--- config.mk ---
export PLATFORM = sky130hd
export DESIGN_NAME = diag_fault_wake_flags
export DESIGN_NICKNAME = d
export VERILOG_FILES = /design/src/diag_flag_cell.sv /design/src/diag_fault_wake_flags.sv
export SDC_FILE = /design/constraint.sdc
export NUM_CORES = 1
export LEC_CHECK = 0
export BUFFER_PORTS_ARGS = -buffer_cell sky130_fd_sc_hd__buf_2
export CORE_UTILIZATION = 48
export CTS_CLUSTER_SIZE = 28
export DETAILED_ROUTE_END_ITERATION = 16
export GPL_ROUTABILITY_DRIVEN = 0
export PLACE_DENSITY = 0.84
export REMOVE_ABC_BUFFERS = 1
export SLEW_MARGIN = 25
export SYNTH_ARGS = -nofsm -noshare
export SYNTH_HDL_FRONTEND = slang
export SYNTH_SLANG_ARGS = --single-unit
export TNS_END_PERCENT = 50
--- constraint.sdc ---
create_clock -name core_clk -period 2 [get_ports core_clk]
set_clock_uncertainty 0.15 [all_clocks]
set_input_delay 0.3 -clock core_clk [delete_from_list [all_inputs] [get_ports core_clk]]
set_output_delay 0.3 -clock core_clk [all_outputs]
set_load 0.02 [all_outputs]
--- src/diag_flag_cell.sv ---
// Shared constants and the single latched flag cell
`timescale 1ns/100ps

package diag_flag_pkg;
  localparam int FLAG_COUNT = 22;
  // Flag positions
  localparam int F_CANL_BAT = 0;
  localparam int F_CANL_VDD = 1;
  localparam int F_CANL_GND = 2;
  localparam int F_CANH_BAT = 3;
  localparam int F_CANH_VDD = 4;
  localparam int F_CANH_GND = 5;
  localparam int F_HS3_GND = 6;
  localparam int F_HS2_GND = 7;
  localparam int F_PARITY = 8;
  localparam int F_SEL_STUCK = 9;
  localparam int F_SUP2_UNDER = 10;
  localparam int F_SUP1_OVER = 11;
  localparam int F_IO0_THERMAL = 12;
  localparam int F_WD_HALF = 13;
  localparam int F_WAKE_IO13 = 14;
  localparam int F_WAKE_IO02 = 15;
  localparam int F_WAKE_SERIAL = 16;
  localparam int F_WAKE_FORCED = 17;
  localparam int F_INT_TIMEOUT = 18;
  localparam int F_LP_OFF = 19;
  localparam int F_RESET_REQ = 20;
  localparam int F_DEBUG_EXIT = 21;
  // Flags that also wait for the condition to recover before clearing
  localparam logic [FLAG_COUNT-1:0] HOLD_MASK = 22'h001CFF;
  localparam logic [FLAG_COUNT-1:0] FLAGS_RESET = 22'h000000;
  // Timing
  localparam int CLK_FREQ_KHZ = 50000;
  localparam int SELECT_STUCK_US = 2000;
  localparam int SELECT_STUCK_CYC = (SELECT_STUCK_US * CLK_FREQ_KHZ + 999) / 1000;
  localparam int WD_WIDTH = 16;
endpackage

module diag_flag_cell
  import diag_flag_pkg::*;
#(
  parameter bit HOLD = 1'b0
) (
  // Clock and reset
  input wire logic core_clk,
  input wire logic rstn,
  // Source
  input wire logic set_in,
  input wire logic cond_in,
  // Host read
  input wire logic read_clr,
  // Flag
  output logic flag
);

  typedef struct packed {
    logic flag;
    logic read_seen;
  } cell_s;

  cell_s state_q, state_d;

  always_comb begin
    state_d = state_q;
    if (set_in) begin
      state_d.flag = 1'b1;
    end else if (HOLD) begin
      if (state_q.flag && (state_q.read_seen || read_clr) && !cond_in) begin
        state_d.flag = 1'b0;
      end
    end else if (read_clr) begin
      state_d.flag = 1'b0;
    end
    if (read_clr && state_q.flag) begin
      state_d.read_seen = 1'b1;
    end
    if (!state_d.flag) begin
      state_d.read_seen = 1'b0;
    end
  end

  always_ff @(posedge core_clk or negedge rstn) begin
    if (!rstn) begin
      state_q <= '0;
    end else begin
      state_q <= state_d;
    end
  end

  assign flag = state_q.flag;

endmodule

--- src/diag_fault_wake_flags.sv ---
// Latched diagnostic, fault and wake-source flags read and cleared by the host
`timescale 1ns/100ps

// Summary of operation
// - Six CAN wire short flags, set on fault
// - Fault flags clear after recovery and host read
// - Separate high-side short flags, channels two, three
// - Parity error flag, read clears
// - Select low too long sets flag, read clears
// - Supply two undervoltage, clears recovered and read
// - Supply one overvoltage, clears recovered and read
// - Channel zero thermal, clears cooled and read
// - Flash mode watchdog past half sets flag
// - Wake on channel one or three flag
// - Wake on channel zero or two flag
// - Serial wake from regulator-on low power
// - Forced timer wake flag, read clears
// - Interrupt service timeout flag, read clears
// - Regulator-off low power before wake recorded
// - Serial reset request source flag
// - Hardware debug exit flag, read clears
module diag_fault_wake_flags
  import diag_flag_pkg::*;
#(
  parameter int STUCK_CYCLES = SELECT_STUCK_CYC,
  parameter int WD_W = WD_WIDTH
) (
  // Clock and reset
  input wire logic core_clk,
  input wire logic rstn,
  // CAN wire short detectors, high while the fault stands
  input wire logic canl_short_bat,
  input wire logic canl_short_vdd,
  input wire logic canl_short_gnd,
  input wire logic canh_short_bat,
  input wire logic canh_short_vdd,
  input wire logic canh_short_gnd,
  // High-side switch short detectors
  input wire logic high_side_switch3_short_gnd,
  input wire logic high_side_switch2_short_gnd,
  // Serial port
  input wire logic serial_select_n,
  input wire logic parity_error_evt,
  // Supply and thermal detectors, levels
  input wire logic supply_two_under_threshold,
  input wire logic supply_over_threshold,
  input wire logic io0_thermal_over,
  // Watchdog
  input wire logic flash_mode,
  input wire logic [WD_W-1:0] wd_elapsed,
  input wire logic [WD_W-1:0] wd_period,
  // Wake and reset events, one-cycle pulses; low-power modes, levels
  input wire logic io1_wake_evt,
  input wire logic io3_wake_evt,
  input wire logic io0_wake_evt,
  input wire logic io2_wake_evt,
  input wire logic serial_wake_evt,
  input wire logic lowpower_regulator_on_mode,
  input wire logic lowpower_regulator_off_mode,
  input wire logic forced_wake_event,
  input wire logic int_timeout_evt,
  input wire logic serial_reset_evt,
  // Debug
  input wire logic debug_mode,
  input wire logic debug_entry_pin,
  // Host read
  input wire logic [FLAG_COUNT-1:0] read_sel,
  input wire logic read_capture,
  input wire logic read_done,
  // Results
  output logic [FLAG_COUNT-1:0] read_data,
  output logic [FLAG_COUNT-1:0] flags
);

  localparam int CNT_W = $clog2(STUCK_CYCLES + 1);

  if (STUCK_CYCLES < 1) begin : g_bad_stuck
    $error("STUCK_CYCLES must be at least one");
  end
  if (WD_W < 2) begin : g_bad_wd
    $error("WD_W must be at least two");
  end

  typedef struct packed {
    logic [CNT_W-1:0] sel_cnt;
    logic wd_half_prev;
    logic debug_pin_prev;
    logic [FLAG_COUNT-1:0] snap;
  } top_s;

  top_s state_q, state_d;
  logic [FLAG_COUNT-1:0] set_vec;
  logic [FLAG_COUNT-1:0] cond_vec;
  logic [FLAG_COUNT-1:0] clr_vec;
  logic wd_half;
  logic sel_stuck_evt;
  logic any_wake;

  // Past half when twice the elapsed count exceeds the period
  function automatic logic past_half(input logic [WD_W-1:0] elapsed,
                                     input logic [WD_W-1:0] period);
    past_half = {elapsed, 1'b0} > {1'b0, period};
  endfunction

  always_comb begin
    state_d = state_q;
    wd_half = flash_mode && past_half(wd_elapsed, wd_period);
    state_d.wd_half_prev = wd_half;
    // Saturating count, so one long low period gives one event only
    sel_stuck_evt = 1'b0;
    if (serial_select_n) begin
      state_d.sel_cnt = '0;
    end else if (state_q.sel_cnt != CNT_W'(STUCK_CYCLES)) begin
      state_d.sel_cnt = state_q.sel_cnt + CNT_W'(1);
      if (state_q.sel_cnt == CNT_W'(STUCK_CYCLES - 1)) begin
        sel_stuck_evt = 1'b1;
      end
    end
    state_d.debug_pin_prev = debug_entry_pin;
    // Snapshot holds the pre-clear value until the transfer ends
    if (read_capture) begin
      state_d.snap = flags & read_sel;
    end else if (read_done) begin
      state_d.snap = '0;
    end
  end

  assign any_wake = io0_wake_evt | io1_wake_evt | io2_wake_evt | io3_wake_evt |
                    serial_wake_evt | forced_wake_event;

  always_comb begin
    cond_vec = '0;
    cond_vec[F_CANL_BAT] = canl_short_bat;
    cond_vec[F_CANL_VDD] = canl_short_vdd;
    cond_vec[F_CANL_GND] = canl_short_gnd;
    cond_vec[F_CANH_BAT] = canh_short_bat;
    cond_vec[F_CANH_VDD] = canh_short_vdd;
    cond_vec[F_CANH_GND] = canh_short_gnd;
    cond_vec[F_HS3_GND] = high_side_switch3_short_gnd;
    cond_vec[F_HS2_GND] = high_side_switch2_short_gnd;
    cond_vec[F_SUP2_UNDER] = supply_two_under_threshold;
    cond_vec[F_SUP1_OVER] = supply_over_threshold;
    cond_vec[F_IO0_THERMAL] = io0_thermal_over;
    set_vec = cond_vec & HOLD_MASK;
    set_vec[F_PARITY] = parity_error_evt;
    set_vec[F_SEL_STUCK] = sel_stuck_evt;
    set_vec[F_WD_HALF] = wd_half && !state_q.wd_half_prev;
    set_vec[F_WAKE_IO13] = io1_wake_evt | io3_wake_evt;
    set_vec[F_WAKE_IO02] = io0_wake_evt | io2_wake_evt;
    set_vec[F_WAKE_SERIAL] = serial_wake_evt & lowpower_regulator_on_mode;
    set_vec[F_WAKE_FORCED] = forced_wake_event;
    set_vec[F_INT_TIMEOUT] = int_timeout_evt;
    set_vec[F_LP_OFF] = any_wake & lowpower_regulator_off_mode;
    set_vec[F_RESET_REQ] = serial_reset_evt;
    set_vec[F_DEBUG_EXIT] = debug_mode & state_q.debug_pin_prev & !debug_entry_pin;
  end

  // Only flags seen set in the snapshot clear, so later events survive
  assign clr_vec = read_done ? state_q.snap : '0;

  for (genvar i = 0; i < FLAG_COUNT; i++) begin : g_flag
    diag_flag_cell #(
      .HOLD(HOLD_MASK[i])
    ) u_cell (
      .core_clk(core_clk),
      .rstn(rstn),
      .set_in(set_vec[i]),
      .cond_in(cond_vec[i]),
      .read_clr(clr_vec[i]),
      .flag(flags[i])
    );
  end

  always_ff @(posedge core_clk or negedge rstn) begin
    if (!rstn) begin
      state_q <= '0;
    end else begin
      state_q <= state_d;
    end
  end

  assign read_data = state_q.snap;

endmodule

# After elaboration in Yosys (flattened, before gate mapping)
# Cells that the tools add are included.
# W data, S select, Z words.
[word_totals] register_bits=74 in_bits=84 out_inout_bits=44 word_cells=210
[classes] n_addsub=1 magnitude_cmp=1 eq_ne=13 n_mux=74 bitwise=12 n_reduce_logical=72
[op_table] cell="$mux W1" n=69
[op_table] cell="$mux W22" n=3
[op_table] cell="$logic_and A1 B1 Y1" n=35
[op_table] cell="$mux W17" n=2
[op_table] cell="$reduce_bool A2 Y1" n=13
[op_table] cell="$and A22 B22 Y22" n=1
[op_table] cell="$ne A2 B2 Y1 const B" n=11
[op_table] cell="$add A17 B1 Y17 const B" n=1
[op_table] cell="$eq A17 B17 Y1 const B" n=1
[op_table] cell="$gt A17 B16 Y1" n=1
[op_table] cell="$ne A17 B17 Y1 const B" n=1
[op_table] cell="$logic_not A1 Y1" n=13
[op_table] cell="$logic_or A1 B1 Y1" n=11
[op_table] cell="$or A1 B1 Y1" n=7
[op_table] cell="$and A1 B1 Y1" n=4

# Depth between registers and ports, before layout
# Gate-level depths: netlist of run 1.
[logic_depth] ltp_word=7 ltp_mapped=7 depth_no_buf=7

# Modules after synthesis
# Synthesis of run 1 repeated with hierarchy kept, for this count alone.
[hier_totals] hier_cells=376 area_unflattened_um2=3908.7
[by_module_without_submodules] mod="diag_fault_wake_flags" instances=1 cells_per_inst=266 area_each_um2=2587.5 seq_area_each_um2=1026.0
[by_module_without_submodules] mod="diag_flag_cell (g_flag[0].u_cell ...)" instances=11 cells_per_inst=7 area_each_um2=83.8 seq_area_each_um2=50.0
[by_module_without_submodules] mod="diag_flag_cell (g_flag[13].u_cell ...)" instances=11 cells_per_inst=3 area_each_um2=36.3 seq_area_each_um2=25.0

# Least setup slack after synthesis of run 1
# Ideal clock, no wire load.
[synth_path] path_kind="input-to-reg" from="in wd_period[14]" to="reg g_flag[13].u_cell.state_q, in the netlist g_flag[13].u_cell.flag" setup_ns=0.121 arrival_ns=1.888 t_required_ns=1.729 path_slack_ns=-0.159 stages=7 path_buffers=0 cell_sequence="inv_1 > ha_1 > nand4b_4 > or4_4 > o41ai_2 > a31oi_1 > a22o_1"
[synth_lines] element="start, declared" line_no="diag_fault_wake_flags.sv:51" source="input wire logic [WD_W-1:0] wd_period,"
[synth_lines] element="end signal, assigned" line_no="diag_flag_cell.sv:86" source="state_q <= state_d;"
[synth_lines] element="end, declared" line_no="diag_flag_cell.sv:61" source="cell_s state_q, state_d;"

==> Implementation_results.wiki, run 1 <==
{| class="wikitable"
! Metric !! Value
|-
| Mux share of post-synthesis cell area || 0%
|-
| Final slew viol count || 0
|-
| Worst setup EP type || register
|-
| Setup Fix Bufs, Post-CTS || 0
|-
| Number of buffers created by CTS || 9
|-
| Worst setup path end || g_flag[13].u_cell.flag
|-
| Core Box Area || 0.00741 sq mm
|-
| First-pass GRT wire length || 14500 um
|-
| Main area contributors after synthesis || sky130_fd_sc_hd__dfrtp_1, sky130_fd_sc_hd__buf_4, sky130_fd_sc_hd__ha_1
|-
| Commonest cells in the netlist || sky130_fd_sc_hd__dfrtp_1, sky130_fd_sc_hd__buf_4, sky130_fd_sc_hd__nand2_1
|-
| Count of yosys warnings during synthesis || 0
|-
| Worst endpoint required time || 2090 ps
|-
| Overflow after GRT || 0
|-
| Height of the die || 90.7 um
|-
| Timing-limited maximum frequency || 507 MHz
|-
| Port Buffer Count || 127
|-
| Width of the die || 90.7 um
|-
| Xor-xnor portion of the synthesized cell area || 2.55%
|-
| Worst hold-check slack || 11.0 ps
|-
| Die Footprint || 0.00822 sq mm
|-
| Most used flip-flop cell after synthesis || sky130_fd_sc_hd__dfrtp_1
|-
| Starting DRT DRC Count || 107
|-
| Data arrival time of the worst path || 2060 ps
|-
| Power density relative to cell area || 726 mW/mm^2
|-
| Final critical delay including setup and external delays || 1970 ps
|-
| Worst Tran Pin Value || 959 ps
|-
| Clock edge transition at the registers on the reported setup and hold paths || 80 ps
|-
| GRT Total Usage || 22.3%
|-
| Launch point of the worst path || wd_period[15]
|-
| EDFF count, synth || 0
|-
| Largest fanout on the critical path || 2
|-
| Final standard cell area without fillers || 0.00461 sq mm
|-
| Total half-perimeter wirelength after legalization and detailed placement || 6100 um
|-
| CTS H-tree depth || 3
|-
| FF-to-FF setup slack || 300 ps
|-
| Clk Latency, worst-skew pair || 350 ps
|-
| Area growth from synthesis to final layout || 22.3%
|-
| WL final || 8660 um
|-
| Maximum vdd ir drop || 0.372 mV
|-
| Simple-gate area share of the yosys netlist || 13.3%
|-
| Worst slew margin || 36.0%
|-
| Unrepaired setup endpoints after global routing || false
|-
| Via count || 3054
|-
| Unique masters post-synth || 42
|-
| Portion of the clock cycle consumed by the worst path in the final layout || 98.7%
|-
| Async S/R FF share, synth || 100%
|-
| Root buffer cell || sky130_fd_sc_hd__clkbuf_8
|-
| Post-Synthesis Cell Area || 0.00377 sq mm
|-
| Number of hold violations in the final report || 0
|-
| Share of Yosys cell area claimed by the top area cell type || 49.1%
|-
| Num Clock Sinks || 74
|-
| Adder-cell area share of the yosys netlist || 5.64%
|-
| Total iterations of the first detailed-routing run || 4
|-
| Ratio of cells with drive above 1 in the final layout || 34.7%
|-
| Leakage power total || 2.21 nW
|-
| Final TNS setup || 0 ps
|-
| Reg2Reg Launch Point || state_q[28]
|-
| Kind of path behind the tightest hold check || in2reg
|-
| Via density || 5.28
|-
| Startpoint type of the worst setup path || primary input
|-
| Leading area contributor after synthesis || sky130_fd_sc_hd__dfrtp_1
|-
| Synthesized flop and latch total || 74
|-
| Depth of the worst register-to-register path || 6
|-
| Max cap viols || 0
|-
| Per-instance average area after synthesis || 10.3 sq um
|-
| Setup violation total in the final timing report || 0
|-
| Average wire per standard cell || 15.0 um
|-
| Synthesized instance count || 368
|-
| Compound-cell area share of the yosys netlist || 16.4%
|-
| Status || complete, no violations
|-
| Post-route antenna net violation count || 0
|-
| DRC violation count after routing || 0
|-
| Kind of critical path || in2reg
|-
| Core Rows || 31
|-
| Top-level I/O count || 128
|-
| Library cell with the highest instance count after synthesis || sky130_fd_sc_hd__dfrtp_1
|-
| Starting Density || 50.9%
|-
| Main combinational cell family by area after synthesis || compound AO/OA/AOI/OAI gates
|-
| Clock tree from TritonCTS || done
|-
| Area after DPL || 0.00425 sq mm
|-
| Antenna diode count || 0
|-
| Total Nets Final || 575
|-
| Share of the yosys chip area belonging to registers || 49.1%
|-
| Clock tree buffer depth || 2
|-
| Number of global-route vias before repair || 3145
|-
| R2R Path End || state_q[40]
|-
| Largest net degree at the start of global routing || 75
|-
| Number of antenna violations at the first check in global routing || 0
|}
final cells by class:
type / instances / area [sq um]
fill: 629 / 2800
multi-input combinational: 207 / 1480
inverter: 31 / 116
tap: 99 / 124
timing repair buffer: 151 / 861
clock inverter: 6 / 41.3
clock buffer: 10 / 138
sequential: 74 / 1850
logic make-up (layout without fill, tap and decap cells):
family                   after synthesis  in the layout
AO/OA/AOI/OAI                         78             78
XOR/XNOR                              11             11
AND/OR/NAND/NOR                      101            101
buffers and inverters                 87            198
flip-flops                            74             74
adder cells (fa/ha/maj)               17             17
through the flow:
step                      worst slack (ps)  power (mW)  std cells  utilization, %
after floorplan                       -159        1.99        312               -
after global placement                -280        2.26        549            57.4
after detailed placement              -401        2.29        549            57.4
after CTS                             7.14        3.38        578            62.1
after global routing                  4.43        3.51        578            62.3
final                                 26.4        3.35        578            62.3
per-layer routing:
layer  track usage [%]  up-vias  wire (um)
li1                  -     1452          -
met5                 0        -          0
met4              9.81        0        168
met3              5.05       16        501
met1              25.8     1461       3590
met2              39.2      125       4390
placed cells by master, fill, tap and decap left out, types with 4 or more instances in the layout:
master	netlist	layout
sky130_fd_sc_hd__a21boi_1	11	11
sky130_fd_sc_hd__a21o_1	4	4
sky130_fd_sc_hd__a21oi_1	12	12
sky130_fd_sc_hd__a22o_1	4	4
sky130_fd_sc_hd__a31o_1	8	8
sky130_fd_sc_hd__a32o_1	21	21
sky130_fd_sc_hd__buf_2	0	127
sky130_fd_sc_hd__buf_4	44	10
sky130_fd_sc_hd__clkbuf_8	0	10
sky130_fd_sc_hd__dfrtp_1	74	74
sky130_fd_sc_hd__dlygate4sd3_1	0	13
sky130_fd_sc_hd__ha_1	17	14
sky130_fd_sc_hd__inv_1	31	31
sky130_fd_sc_hd__nand2_1	43	43
sky130_fd_sc_hd__nand3_1	16	16
sky130_fd_sc_hd__nand4_1	5	5
sky130_fd_sc_hd__nor2_1	15	14
sky130_fd_sc_hd__o21ai_1	6	6
sky130_fd_sc_hd__or3_1	4	4
sky130_fd_sc_hd__xor2_1	10	10
worst max-delay path, stage by stage:
cell and delay, ps:
sky130_fd_sc_hd__buf_2 70, sky130_fd_sc_hd__inv_1 60, sky130_fd_sc_hd__ha_4 290, sky130_fd_sc_hd__nand4b_4 90, sky130_fd_sc_hd__or4_4 550, sky130_fd_sc_hd__o41ai_4 340, sky130_fd_sc_hd__a31oi_1 90, sky130_fd_sc_hd__a22o_1 250
how the worst min path moves through the flow:
stage | start | end | slack (ps) | cells past startpoint
2_1_floorplan | rstn | g_flag[0].u_cell.flag | -150 | 0
3_5_place_dp | rstn | read_data[0] | 210 | 2
3_3_place_gp | rstn | g_flag[0].u_cell.state_q[0] | 210 | 2
4_1_cts | io0_thermal_over | g_flag[12].u_cell.flag | 0.7 | 2
6_report | io0_thermal_over | g_flag[12].u_cell.flag | 10 | 2
5_1_grt | high_side_switch2_short_gnd | g_flag[7].u_cell.flag | 3 | 2
repair_timing:
action                                  in CTS  in global routing
endpoints found under the hold margin       86                  0
pin swaps                                    1                  1
cloned                                       0                  0
hold buffers                                13                  0
endpoints found under the setup margin       1                  1
resized for setup                            3                  1
report_power, final:
group	internal, mW	switching [mW]	total (mW)
registers	1.60	0.0870	1.69
clock network	0.483	0.567	1.05
logic	0.271	0.341	0.612
sequential cells by signal (all words and copies together) (netlist names):
name,cells
g_flag.u_cell.state_q,11
g_flag.u_cell.flag,22
state_q,19
read_data,22
Power figures use the tool's default switching activity.
==> inputs of run 2 (changes only) <==
- CORE_UTILIZATION: 48 -> 50
- PLACE_DENSITY: 0.84 -> 0.87
==> Implementation_results.wiki, run 2 (same netlist as run 1, synthesis figures left out) <==
{| class="wikitable"
! Metric !! Value
|-
| Worst hold-check slack || 20.5 ps (+9.48 ps)
|-
| Number of hold violations in the final report || 0 (unchanged)
|-
| Placed insts || 550 (+0.18%)
|-
| Top cell family by delay on the critical path || simple AND/OR/NAND/NOR gates
|-
| Portion of the clock cycle consumed by the worst path in the final layout || 93.8% (-4.8 points)
|-
| Number of antenna violations at the first check in global routing || 0 (unchanged)
|-
| GRT Total Usage || 21.5% (-0.75 points)
|-
| CTS H-tree depth || 3 (unchanged)
|-
| Area growth from synthesis to final layout || 19.9%
|-
| Height of the die || 88.9 um (-2.0%)
|-
| Startpoint type of the worst setup path || primary input
|-
| Metal2 WL || 4080 um (-7.2%)
|-
| Maximum vdd ir drop || 0.400 mV (+7.5%)
|-
| Total Nets Final || 568 (-1.2%)
|-
| Detailed-routing wirelength on met1 || 3450 um (-3.9%)
|-
| DRC violation count after routing || 0 (unchanged)
|-
| Status || complete, no violations
|-
| Leakage power total || 2.17 nW (-1.6%)
|-
| Overflow after GRT || 0 (unchanged)
|-
| Antenna diode count || 0 (unchanged)
|-
| Most frequent standard cell in the layout excluding fill and tap cells || sky130_fd_sc_hd__buf_2
|-
| Number of buffers created by CTS || 9 (unchanged)
|-
| Core Rows || 31 (unchanged)
|-
| Unrepaired setup endpoints after global routing || false
|-
| Clock edge transition at the registers on the reported setup and hold paths || 80 ps (about the same)
|-
| Largest net degree at the start of global routing || 33 (-56%)
|-
| Total iterations of the first detailed-routing run || 4 (unchanged)
|-
| Width of the die || 88.9 um (-2.0%)
|-
| Ratio of cells with drive above 1 in the final layout || 34.7% (+0.090 points)
|-
| Setup Fix Bufs, Post-CTS || 0 (unchanged)
|-
| Top-level I/O count || 128 (unchanged)
|-
| Total half-perimeter wirelength after legalization and detailed placement || 6130 um (+0.53%)
|-
| Final critical delay including setup and external delays || 1880 ps (-96.6 ps)
|-
| Num Clock Sinks || 74 (unchanged)
|-
| Uppermost metal layer occupied by signal nets || met4
|-
| Starting DRT DRC Count || 93 (-13%)
|-
| Clk Latency, worst-skew pair || 330 ps (-20 ps)
|-
| WL final || 8080 um (-6.6%)
|-
| Largest fanout on the critical path || 3 (+1)
|-
| Routed met3 length || 451 um (-10%)
|-
| Maximum cell stage delay along the critical path || 550 ps (about the same)
|-
| First-pass GRT wire length || 12800 um (-11%)
|-
| Power density relative to cell area || 746 mW/mm^2 (+2.7%)
|-
| Starting Density || 51.7% (+0.81 points)
|-
| Timing-limited maximum frequency || 533 MHz (+5.1%)
|-
| Worst endpoint required time || 2070 ps (-20 ps)
|-
| Critical-path cell list || buf_2, inv_1, ha_1, nand4b_4, or4_4, o41ai_2, a31oi_1, a22o_1
|-
| Worst setup EP type || register
|-
| Core Box Area || 0.00729 sq mm (-1.6%)
|-
| Count of buffering cells on the critical path with inverters included || 2 (unchanged)
|-
| Root buffer cell || sky130_fd_sc_hd__clkbuf_8
|-
| Max stage delay cell, worst path || sky130_fd_sc_hd__or4_4
|-
| Max cap viols || 0 (unchanged)
|-
| Kind of path behind the tightest hold check || in2reg
|-
| Die Footprint || 0.00790 sq mm (-3.9%)
|-
| Via density || 5.25 (-0.63%)
|-
| Setup violation total in the final timing report || 0 (unchanged)
|-
| Average wire per standard cell || 14.2 um (-5.5%)
|-
| Post-route antenna net violation count || 0 (unchanged)
|-
| Worst Tran Pin Value || 480 ps (-479 ps)
|-
| Most frequent cells in the layout || sky130_fd_sc_hd__buf_2, sky130_fd_sc_hd__dfrtp_1, sky130_fd_sc_hd__nand2_1
|-
| Final slew viol count || 0 (unchanged)
|-
| Kind of critical path || in2reg
|-
| Worst slew margin || 68.0% (+32 points)
|-
| Number of standard cells in the final layout excluding fillers || 571 (-1.2%)
|-
| Port Buffer Count || 127 (unchanged)
|-
| Number of global-route vias before repair || 2890 (-8.1%)
|-
| Clock tree from TritonCTS || done
|-
| Clock tree buffer depth || 2 (unchanged)
|-
| Data arrival time of the worst path || 1940 ps (-120 ps)
|-
| Via count || 2998 (-1.8%)
|}
run 2: timing repair:
item                       in CTS  in global routing
pin swaps                       0                  2
gates resized for setup         2                  0
hold buffers                    5                  0
setup endpoints to repair       1                  1
hold endpoints to repair       21                  0
run 2: per-stage QoR:
step                total power, mW  TNS, ps  setup slack [ps]  util [%]  cell area (sq um)
floorplan                      1.99     -159              -159         -               3400
global placement               2.26     -391              -301      58.4               4260
detailed placement             2.29     -491              -354      58.4               4260
CTS                            3.40        0              17.0      62.0               4520
global route                   3.54        0              18.4      62.0               4520
finish                         3.37        0               123      62.0               4520
run 2: final cells by class:
type / instances / area, sq um
Fill cell: 624 / 2770
Clock buffer: 11 / 131
Clock inverter: 5 / 55.1
Inverter: 31 / 116
Sequential cell: 74 / 1850
Tap cell: 99 / 124
Multi-Input combinational cell: 207 / 1460
Timing Repair Buffer: 144 / 788
run 2: power breakdown:
part,leakage (nW),internal [mW],switching [mW]
Clock,0.0893,0.573,0.531
Combinational,1.17,0.258,0.328
Sequential,0.912,1.60,0.0835
run 2: path summary, 6_finish.rpt:
kind | from | endpoint | slack, ps | depth (start not counted)
worst max-delay path | wd_period[13] | g_flag[13].u_cell.flag | 120 | 8
worst min-delay path | canl_short_vdd | g_flag[1].u_cell.flag | 20 | 2
worst max register to register | state_q[24] | state_q[37] | 220 | 5
worst min register to register | state_q[22] | g_flag[21].u_cell.flag | 340 | 2
max in group asynchronous | rstn | state_q[33] | 810 | 3
min in group asynchronous | rstn | g_flag[5].u_cell.flag | 310 | 2
run 2: per-layer routing:
metal  global-route usage (%)  up-vias
li1                         -     1448
met5                        0        -
met4                     8.06        0
met3                     4.66        8
met2                     37.5      101
met1                     26.2     1441
==> inputs of run 3 (changes only) <==
- ABC_AREA: default -> 1
- CORE_UTILIZATION: 50 -> 51
==> Implementation_results.wiki, run 3 <==
{| class="wikitable"
! Metric !! Value
|-
| WL final || 9550 um (+18%)
|-
| Count of yosys warnings during synthesis || 0 (unchanged)
|-
| Leading area contributor after synthesis || sky130_fd_sc_hd__dfrtp_1
|-
| Most frequent standard cell in the layout excluding fill and tap cells || sky130_fd_sc_hd__buf_2
|-
| Setup violation total in the final timing report || 0 (unchanged)
|-
| Area growth from synthesis to final layout || 17.9%
|-
| Worst Hold Path Cells || 3 (+1)
|-
| Number of global-route vias before repair || 3587 (+24%)
|-
| Hold_sp || high_side_switch3_short_gnd
|-
| EDFF count, synth || 0 (unchanged)
|-
| GRT Total Usage || 24.5% (+2.9 points)
|-
| Startpoint type of the worst setup path || register
|-
| Core Rows || 31 (unchanged)
|-
| Max cap viols || 0 (unchanged)
|-
| Worst Tran Pin Value || 445 ps (-35.0 ps)
|-
| FF-to-FF setup slack || 380 ps (+160 ps)
|-
| Worst slew margin || 70.3% (+2.3 points)
|-
| Data arrival time of the worst path || 1700 ps (-240 ps)
|-
| Portion of the clock cycle consumed by the worst path in the final layout || 80.9% (-13 points)
|-
| Area after DPL || 0.00444 sq mm (+4.3%)
|-
| DRC violation count after routing || 0 (unchanged)
|-
| Most used flip-flop cell after synthesis || sky130_fd_sc_hd__dfrtp_1
|-
| Final slew viol count || 0 (unchanged)
|-
| Core Box Area || 0.00741 sq mm (+1.6%)
|-
| Width of the die || 90.7 um (+2.1%)
|-
| Share of Yosys cell area claimed by the top area cell type || 46.2% (-2.9 points)
|-
| Largest fanout on the critical path || 5 (+2)
|-
| Synthesized flop and latch total || 74 (unchanged)
|-
| Final core occ || 63.9% (+1.8 points)
|-
| Worst Hold Endpoint || g_flag[6].u_cell.flag
|-
| Root buffer cell || sky130_fd_sc_hd__clkbuf_8
|-
| Total iterations of the first detailed-routing run || 5 (+1)
|-
| Largest net degree at the start of global routing || 75 (+130%)
|-
| Final standard cell area without fillers || 0.00473 sq mm (+4.6%)
|-
| Num Clock Sinks || 74 (unchanged)
|-
| Share of the yosys chip area belonging to registers || 46.2% (-2.9 points)
|-
| Clock tree from TritonCTS || done
|-
| Number of hold violations in the final report || 0 (unchanged)
|-
| Async S/R FF share, synth || 100% (unchanged)
|-
| Clock edge transition at the registers on the reported setup and hold paths || 80 ps (about the same)
|-
| Reg2Reg Launch Point || state_q[24]
|-
| Via count || 3583 (+20%)
|-
| Minimum setup slack after placement || 394 ps (+748 ps)
|-
| Via density || 5.20 (-0.96%)
|-
| R2R Path End || state_q[38]
|-
| Worst endpoint required time || 2080 ps (about the same)
|-
| Antenna diode count || 0 (unchanged)
|-
| Status || complete, no violations
|-
| Worst setup EP type || register
|-
| Top-level I/O count || 128 (unchanged)
|-
| Kind of critical path || reg2reg
|-
| Number of antenna violations at the first check in global routing || 0 (unchanged)
|-
| Setup Fix Bufs, Post-CTS || 0 (unchanged)
|-
| Most frequent cells in the layout || sky130_fd_sc_hd__buf_2, sky130_fd_sc_hd__nand2_1, sky130_fd_sc_hd__nand3_1
|-
| Synthesized instance count || 489 (+33%)
|-
| Clock tree buffer depth || 2 (unchanged)
|-
| Leakage power total || 2.50 nW (+15%)
|-
| Library cell with the highest instance count after synthesis || sky130_fd_sc_hd__nand2_1
|-
| Per-instance average area after synthesis || 8.20 sq um (-20%)
|-
| Layout filler cell count || 621 (-0.48%)
|-
| Starting DRT DRC Count || 204 (+120%)
|-
| Height of the die || 90.7 um (+2.1%)
|-
| Unique masters post-synth || 28 (-33%)
|-
| Average wire per standard cell || 13.9 um (-2.1%)
|-
| Clk Latency, worst-skew pair || 340 ps (about the same)
|-
| Depth of the worst register-to-register path || 10 (+5)
|-
| Power density relative to cell area || 754 mW/mm^2 (+1.2%)
|-
| First-pass GRT wire length || 16100 um (+25%)
|-
| Die Footprint || 0.00822 sq mm (+4.1%)
|-
| Overflow after GRT || 0 (unchanged)
|-
| Worst path setup slack after routing || 383 ps (+260 ps)
|-
| Kind of path behind the tightest hold check || in2reg
|-
| Post-Synthesis Cell Area || 0.00401 sq mm (+6.3%)
|-
| Timing-limited maximum frequency || 618 MHz (+16%)
|-
| Ratio of cells with drive above 1 in the final layout || 27.1% (-7.6 points)
|-
| Final critical delay including setup and external delays || 1620 ps (-260 ps)
|-
| Maximum vdd ir drop || 0.393 mV (-1.6%)
|-
| Commonest cells in the netlist || sky130_fd_sc_hd__nand2_1, sky130_fd_sc_hd__nand3_1, sky130_fd_sc_hd__dfrtp_1
|-
| Total Nets Final || 686 (+21%)
|-
| Starting Density || 54.1% (+2.4 points)
|-
| Number of buffers created by CTS || 9 (unchanged)
|-
| Post-route antenna net violation count || 0 (unchanged)
|-
| Port Buffer Count || 127 (unchanged)
|-
| CTS H-tree depth || 3 (unchanged)
|-
| Total half-perimeter wirelength after legalization and detailed placement || 7040 um (+15%)
|-
| Unrepaired setup endpoints after global routing || false
|-
| Main area contributors after synthesis || sky130_fd_sc_hd__dfrtp_1, sky130_fd_sc_hd__nand3_1, sky130_fd_sc_hd__nand2_1
|-
| Final TNS setup || 0 ps (unchanged)
|}
-- run 3: cell types whose count changed after synthesis, moves of 11 or more --
cell / delta
sky130_fd_sc_hd__a21boi_1: -11
sky130_fd_sc_hd__inv_1: +39
sky130_fd_sc_hd__nand2_1: +54
sky130_fd_sc_hd__a21oi_1: +14
sky130_fd_sc_hd__o21ai_0: +12
sky130_fd_sc_hd__a32o_1: -21
sky130_fd_sc_hd__nand3_1: +62
-- run 3: logic make-up (layout without fill, tap and decap cells) --
group / Yosys count / after routing / synth area share (%)
adder cells (fa/ha/maj): 17 / 17 / 5.30
flip-flops: 74 / 74 / 46.2
XOR/XNOR: 2 / 2 / 0.437
AO/OA/AOI/OAI: 51 / 51 / 6.99
AND/OR/NAND/NOR: 220 / 220 / 25.0
buffers and inverters: 125 / 226 / 16.1
-- run 3: layout make-up --
| cell class | count | area [sq um] | area share (%) |
|---|---|---|---|
| Multi-Input combinational cell | 290 | 1520 | 32.0 |
| Inverter | 71 | 267 | 5.63 |
| Tap cell | 99 | 124 | 2.62 |
| Clock buffer | 10 | 128 | 2.70 |
| Timing Repair Buffer | 139 | 756 | 16.0 |
| Sequential cell | 74 | 1850 | 39.1 |
| Clock inverter | 6 | 90.1 | 1.90 |
-- run 3: worst max-delay path by stage --
stage,cells after the start,slack (ps),end,from
6_report,10,380,state_q[38],state_q[24]
2_1_floorplan,7,550,state_q[23],wd_period[15]
3_3_place_gp,8,420,state_q[23],wd_period[15]
3_5_place_dp,8,390,state_q[23],wd_period[15]
4_1_cts,10,400,state_q[38],state_q[24]
5_1_grt,10,250,state_q[38],state_q[24]
-- run 3: critical path: stages, from the launching register on --
cell,delay [ps]
sky130_fd_sc_hd__dfrtp_1,400
sky130_fd_sc_hd__ha_1,190
sky130_fd_sc_hd__nand2_1,70
sky130_fd_sc_hd__inv_2,80
sky130_fd_sc_hd__nand2_2,70
sky130_fd_sc_hd__nor2_4,150
sky130_fd_sc_hd__nand2_2,110
sky130_fd_sc_hd__nor2_2,120
sky130_fd_sc_hd__nand2_1,60
sky130_fd_sc_hd__nand2_1,70
sky130_fd_sc_hd__nor2_1,50
-- run 3: repair_timing --
item                                   in CTS  in global routing
gates resized for setup                     0                  0
setup endpoints to repair                   0                  0
hold buffers                                7                  0
endpoints found under the hold margin      81                  0
-- run 3: where the power goes --
group	internal, mW	switching (mW)
logic	0.240	0.371
clock network	0.708	0.564
registers	1.60	0.0870
total	2.55	1.02
-- run 3: per-layer routing --
metal	track usage (%)	wire length, um	up-vias
met5	0	0	-
met4	8.20	196	0
met3	3.87	585	19
met2	44.4	4870	153
met1	29.3	3900	1695
li1	-	-	1716
-- run 3: per-stage QoR --
step | instances | total power, mW | hold WS [ps]
2_1_floorplan | 435 | 2.01 | -146
3_3_place_gp | 666 | 2.28 | 209
3_5_place_dp | 666 | 2.31 | 219
4_1_cts | 689 | 3.60 | 2.84
5_1_grt | 689 | 3.74 | 0.857
6_report | 689 | 3.57 | 11.6
